===== config.mk =====
export PLATFORM = sky130hd
export DESIGN_NAME = cesr_status
export DESIGN_NICKNAME = d
export VERILOG_FILES = /design/src/design/cesr_pkg.sv /design/src/design/cesr_status.sv
export VERILOG_INCLUDE_DIRS = /design/src /design/src/design
export SDC_FILE = /design/constraint.sdc
export NUM_CORES = 1
export LEC_CHECK = 0
export BUFFER_PORTS_ARGS = -buffer_cell sky130_fd_sc_hd__buf_2
export CAP_MARGIN = 20
export CORE_ASPECT_RATIO = 0.9
export CORE_MARGIN = 2
export CORE_UTILIZATION = 35
export DETAILED_ROUTE_END_ITERATION = 8
export GPL_ROUTABILITY_DRIVEN = 0
export PLACE_DENSITY_LB_ADDON = 0.15
export SLEW_MARGIN = 30
export SYNTH_ARGS = -nofsm -noshare
export SYNTH_HDL_FRONTEND = slang
export SYNTH_SLANG_ARGS = --single-unit

===== constraint.sdc =====
create_clock -name clk -period 4.3 [get_ports clk]
set_input_delay 0.215 -clock clk [delete_from_list [all_inputs] [get_ports clk]]
set_output_delay 0.215 -clock clk [all_outputs]
set_load 0.1 [all_outputs]

===== src/design/cesr_cfg.svh =====
// Constants for the crypto engine status report block.
// ----------------------------------------------------------------------------
// Summary of operation
// - Bits 31-29 give error context: normal, preboot, key-wrap, content-key; rest reserved.
// - Bits 28-26 give failing operation: 001 encrypt, 010 decrypt, 100 authenticate.
// - Bits 25-24 give DMA access phase at error: descriptor, association, source, dest.
// - Bits 21-18 show descriptor processor state, codes 0 to 6 used.
// - Bit 17 sets once a DMA start occurred, clear before any start.
// - Bits 23-22 always read as zero.
// ----------------------------------------------------------------------------
`ifndef CESR_CFG_SVH
`define CESR_CFG_SVH
`define CESR_ADDR_W 4
`define CESR_OFS_STATUS 4'h0
`define CESR_OFS_IRQ_STAT 4'h4
`define CESR_OFS_IRQ_CLR 4'h8
`define CESR_OFS_IRQ_EN 4'hC
`define CESR_MODE_LSB 29
`define CESR_OP_LSB 26
`define CESR_PHASE_LSB 24
`define CESR_STATE_LSB 18
`define CESR_START_BIT 17
`define CESR_IRQ_ERR 0
`define CESR_IRQ_START 1
`define CESR_IRQ_DONE 2
`define CESR_IRQ_W 3
`define CESR_ZERO32 32'h0000_0000
`endif


===== src/design/cesr_pkg.sv =====
// Types shared by the crypto engine status report block.
package cesr_pkg;
    typedef enum logic [2:0] {
        CESR_CTX_NORMAL = 3'h0,
        CESR_CTX_PREBOOT = 3'h1,
        CESR_CTX_KEY_WRAP = 3'h2,
        CESR_CTX_CONTENT_KEY = 3'h3
    } cesr_ctx_t;
    typedef enum logic [2:0] {
        CESR_OP_NONE = 3'h0,
        CESR_OP_ENCRYPT = 3'h1,
        CESR_OP_DECRYPT = 3'h2,
        CESR_OP_AUTH = 3'h4
    } cesr_op_t;
    typedef enum logic [1:0] {
        CESR_PH_DESCRIPTOR = 2'h0,
        CESR_PH_ASSOCIATION = 2'h1,
        CESR_PH_SOURCE = 2'h2,
        CESR_PH_DEST = 2'h3
    } cesr_phase_t;
    typedef enum logic [3:0] {
        CESR_ST_IDLE = 4'h0,
        CESR_ST_FETCH_PENDING = 4'h1,
        CESR_ST_LOADING = 4'h2,
        CESR_ST_DATA = 4'h3,
        CESR_ST_DONE = 4'h4,
        CESR_ST_FETCH_OFF = 4'h5,
        CESR_ST_ASSOC_FETCH = 4'h6
    } cesr_state_t;
    // Error capture from the engine: one-cycle strobe plus its context.
    typedef struct packed {
        logic valid;
        logic [2:0] mode;
        logic [2:0] op;
        logic [1:0] phase;
    } cesr_err_t;
endpackage


===== src/design/cesr_status.sv =====
// Crypto engine status register with event interrupts.
`timescale 1ns/1ps
`include "cesr_cfg.svh"
module cesr_status
    import cesr_pkg::*;
(
    // Clock and reset
    input wire logic clk,
    input wire logic rst,
    // Engine side
    input wire cesr_err_t err_in,
    input wire logic [3:0] proc_state,
    input wire logic dma_start,
    // Register port
    input wire logic [`CESR_ADDR_W-1:0] addr,
    input wire logic [31:0] wdata,
    input wire logic wr,
    input wire logic rd,
    output logic [31:0] rdata,
    // Interrupt
    output logic irq
);
    // ------------------------------------------------------------------------
    // Status capture
    // ------------------------------------------------------------------------
    logic [2:0] err_mode, next_err_mode;
    logic [2:0] err_op, next_err_op;
    logic [1:0] err_phase, next_err_phase;
    logic [3:0] state, next_state;
    logic started, next_started;
    logic [3:0] prev_state, next_prev_state;

    // The processor state is registered so the readback is one coherent snapshot.
    always_comb begin
        next_err_mode = err_mode;
        next_err_op = err_op;
        next_err_phase = err_phase;
        if (err_in.valid) begin
            next_err_mode = err_in.mode;
            next_err_op = err_in.op;
            next_err_phase = err_in.phase;
        end
        next_state = proc_state;
        next_prev_state = state;
        next_started = started | dma_start;
    end

    always_ff @(posedge clk or posedge rst) begin
        if (rst) begin
            err_mode <= 3'h0;
            err_op <= 3'h0;
            err_phase <= 2'h0;
            state <= 4'h0;
            prev_state <= 4'h0;
            started <= 1'b0;
        end else begin
            err_mode <= next_err_mode;
            err_op <= next_err_op;
            err_phase <= next_err_phase;
            state <= next_state;
            prev_state <= next_prev_state;
            started <= next_started;
        end
    end

    function automatic logic [31:0] status_word(input logic [2:0] m, input logic [2:0] o,
                                                input logic [1:0] p, input logic [3:0] s,
                                                input logic st);
        logic [31:0] w;
        w = `CESR_ZERO32;
        w[`CESR_MODE_LSB +: 3] = m;
        w[`CESR_OP_LSB +: 3] = o;
        w[`CESR_PHASE_LSB +: 2] = p;
        w[`CESR_STATE_LSB +: 4] = s;
        w[`CESR_START_BIT] = st;
        return w;
    endfunction

    // ------------------------------------------------------------------------
    // Interrupt bits
    // ------------------------------------------------------------------------
    logic [`CESR_IRQ_W-1:0] irq_stat, next_irq_stat;
    logic [`CESR_IRQ_W-1:0] irq_en, next_irq_en;
    logic next_irq;
    logic [`CESR_IRQ_W-1:0] ev;

    always_comb begin
        ev = '0;
        ev[`CESR_IRQ_ERR] = err_in.valid;
        ev[`CESR_IRQ_START] = dma_start;
        ev[`CESR_IRQ_DONE] = (state == CESR_ST_DONE) && (prev_state != CESR_ST_DONE);
        next_irq_stat = irq_stat;
        next_irq_en = irq_en;
        if (wr && addr == `CESR_OFS_IRQ_CLR) begin
            next_irq_stat = irq_stat & ~wdata[`CESR_IRQ_W-1:0];
        end
        // A new event wins over a clear in the same cycle.
        next_irq_stat = next_irq_stat | ev;
        if (wr && addr == `CESR_OFS_IRQ_EN) begin
            next_irq_en = wdata[`CESR_IRQ_W-1:0];
        end
        next_irq = |(next_irq_stat & next_irq_en);
    end

    always_ff @(posedge clk or posedge rst) begin
        if (rst) begin
            irq_stat <= '0;
            irq_en <= '0;
            irq <= 1'b0;
        end else begin
            irq_stat <= next_irq_stat;
            irq_en <= next_irq_en;
            irq <= next_irq;
        end
    end

    // ------------------------------------------------------------------------
    // Read port
    // ------------------------------------------------------------------------
    // Writes to the status offset fall through with no effect.
    logic [31:0] next_rdata;

    always_comb begin
        next_rdata = `CESR_ZERO32;
        if (rd) begin
            unique case (addr)
                `CESR_OFS_STATUS: begin
                    next_rdata = status_word(err_mode, err_op, err_phase, state, started);
                end
                `CESR_OFS_IRQ_STAT: begin
                    next_rdata[`CESR_IRQ_W-1:0] = irq_stat;
                end
                `CESR_OFS_IRQ_EN: begin
                    next_rdata[`CESR_IRQ_W-1:0] = irq_en;
                end
                default: begin
                    next_rdata = `CESR_ZERO32;
                end
            endcase
        end
    end

    always_ff @(posedge clk or posedge rst) begin
        if (rst) begin
            rdata <= `CESR_ZERO32;
        end else begin
            rdata <= next_rdata;
        end
    end
endmodule


==> impl_metrics.tcl <==
set metrics [dict create \
    run_status "completed" \
    timing.clock.skew_ns 0.00599 \
    synth.top_cells.by_area "sky130_fd_sc_hd__dfrtp_1 (64%), sky130_fd_sc_hd__buf_4 (8.2%), sky130_fd_sc_hd__mux2_1 (6.5%), sky130_fd_sc_hd__and2_1 (5.2%), sky130_fd_sc_hd__mux2i_1 (2.6%)" \
    leakagePower_nw 0.959 \
    detailroute.via_count 916 \
    final_net_count 212 \
    grt_start_max_net_pins 41 \
    timing.setup.tns_ns 0 \
    drt-total-wl_um 2710 \
    timing.final.crit_share 0.361 \
    io_pins 87 \
    clock-sinks 40 \
    synthesis.area_mm2 0.00156 \
    synth_top_area_share 0.640 \
    grt_overflow_total 0 \
    multi_input_area_um2 480 \
    yosys_warnings 0 \
    layout-area-overhead-vs-synth_pct 19.8 \
    place_area_mm2 0.00178 \
    post_drt_via_cell_ratio 4.14 \
    timing.critical_path.fanout_max 2 \
    cts_tree "done" \
    fmaxAchievable_mhz 643 \
    core_region_area_mm2 0.00437 \
    std_cell_rows 23 \
    synth-seq-area-share 0.640 \
    critPathLaunchType "flip-flop" \
    period_needed_ns 1.55 \
    drv_cap 0 \
    die_width_um 74.5 \
    timing.critical_path.arrival_ns 1.72 \
    reg2reg_setup_slack_ns 2.75 \
    syn-instance-count 112 \
    setup_viol_count_final 0 \
    drt_pre_antenna_iters 4 \
    grt_setup_unrepaired "false" \
    timing.hold.worst.class "input port to async pin" \
    timing.setup.critical_path_class "flip-flop to flip-flop" \
    worst_path_largest_cell_delay_ns 0.51 \
    number_of_antenna_violations_at_the_first_check_in_global_routing 0 \
    wire_length_of_the_first_global_routing_pass_um 4300 \
    smallest_hold_slack_ns 0.0382 \
    drt.antenna.violating_nets 0 \
    cts_hold_repair.buffers 0 \
    grt_use_total 0.117 \
    synth_top_cells_by_count "sky130_fd_sc_hd__dfrtp_1 (40), sky130_fd_sc_hd__buf_4 (17), sky130_fd_sc_hd__and2_1 (13)" \
    inserted_diodes 0 \
    final_layout_size_suffix_gt1_frac 0.340 \
    worst_skew_pair.late_latency_ns 0.28 \
    yosys.area.top_type "sky130_fd_sc_hd__dfrtp_1" \
    power_density_mw_per_mm2 439 \
    first_global_vias 909 \
    post-synth-top-count-cell "sky130_fd_sc_hd__dfrtp_1" \
    floorplan.die.height_um 67.4 \
    start_util 0.358 \
    hold_violations 0 \
    hpwlAfterDp_um 1900 \
    final_cell_count_no_fill 221 \
    number_of_max_slew_violations_in_the_final_report 0 \
    avgSynthCellArea_um2 14.0 \
    ordered_list_of_cells_on_the_worst_path "or4b_1 > a22o_1 > a221o_1" \
    cts_made_buffers 5 \
    synth.lib_cells_used.distinct 25 \
    route.detailed.drc 0 \
    clkSlewWorstSetupHoldPaths_ns 0.07 \
    die_area_mm2 0.00502 \
    dpl.cell_count 213 \
    post-cts-setup-buffers 0 \
    cts-root-buf "sky130_fd_sc_hd__clkbuf_8" \
    worst_endpoint_required_time_ns 4.47 \
    register_area_mm2 0.00100 \
    number_of_port_buffers 41 \
    ys.flop_type "sky130_fd_sc_hd__dfrtp_1" \
    post_cts_resize_count 0 \
    synth-seq-cells 40 \
    drt_iter0_drc 58 \
    setup.worst_path.end_class "flip-flop" \
    synth-edff-count 0 \
    stdcell_area_mm2 0.00187 \
    wire_per_inst_um 12.3 \
    async_reset_ff_frac 1.00 \
    design_power_total_mw 0.823 \
    max-vdd-ir-drop_uv 183 \
    critical_path.slowest_cell "sky130_fd_sc_hd__or4b_1" \
    ctsLongestPathBuffers 2 \
    htreeDepth 2 \
    fillers 439 \
]
==> routing by layer <==
metal,vias to the layer above,track usage,part of all wire
met5,-,0,0
met4,0,0.0402,0.0059
met3,3,0.0433,0.079
met2,39,0.181,0.47
met1,442,0.152,0.44
li1,432,-,-
==> state kept, by name, summed over array words and instances (netlist names) <==
signal and count:
irq_stat 3, started 1, prev_state 4, irq 1
err_phase 2, err_mode 3, err_op 3, rdata 16
next_prev_state 4, irq_en 3
==> through the flow <==
| step | worst slack, ns | util |
|---|---|---|
| detailed placement | 2.73 | 0.408 |
| floorplan | 2.82 | - |
| global route | 2.70 | 0.428 |
| global placement | 2.75 | 0.408 |
| CTS | 2.76 | 0.428 |
| finish | 2.75 | 0.428 |
==> where the power goes <==
group	total, mW	internal [mW]	switching [mW]
sequential	0.412	0.401	0.0110
combinational	0.165	0.0354	0.130
clock	0.245	0.131	0.115
total	0.823	0.567	0.255
==> cells by family (layout without fill, tap and decap cells) <==
kind of cell    count (synthesis)  in the layout  synth area share
other cells                     1             16           0.00240
compound gates                  5              5            0.0256
mux                            15             15             0.110
simple gates                   31             31             0.134
buf+inv                        20             52            0.0888
flops                          40             40             0.640
==> area by class of cell <==
type / instances / area share
flip-flops and latches: 40 / 0.534
multi-input cells: 67 / 0.257
repair buffers: 43 / 0.118
clock buffers: 8 / 0.0481
well taps: 62 / 0.0414
inverters: 1 / 0.00200
==> worst max-delay path: cells and delay by family (launching register included) <==
kind,cells,cell delay (ns)
flip-flops,1,0.35
AO/OA/AOI/OAI,2,0.57
AND/OR/NAND/NOR,1,0.51
==> worst paths after layout <==
| path | from | to | cells after the start |
|---|---|---|---|
| setup reg to reg | prev_state[1] | irq | 3 |
| max in group asynchronous | rst | rdata[30] | 3 |
| setup / recovery | prev_state[1] | irq | 3 |
| min in group clk | proc_state[2] | next_prev_state[2] | 1 |
| hold / removal | rst | started | 3 |
| hold reg to reg | next_prev_state[0] | prev_state[0] | 0 |
==> cells in the final DEF (no fill, tap or decap), drive strengths merged <==
master	n
or4b	1
or2	1
and4bb	1
mux2i	4
nor4b	1
a22o	1
conb	16
buf	43
nor3	1
mux2	11
a221o	1
nor2	4
nand2	2
clkbuf	8
nor3b	1
nand3b	4
or3b	1
nand3	1
a21o	2
inv	1
and2	13
dfrtp	40
o22ai	1
Note: power is estimated with default switching activity, not from simulation.
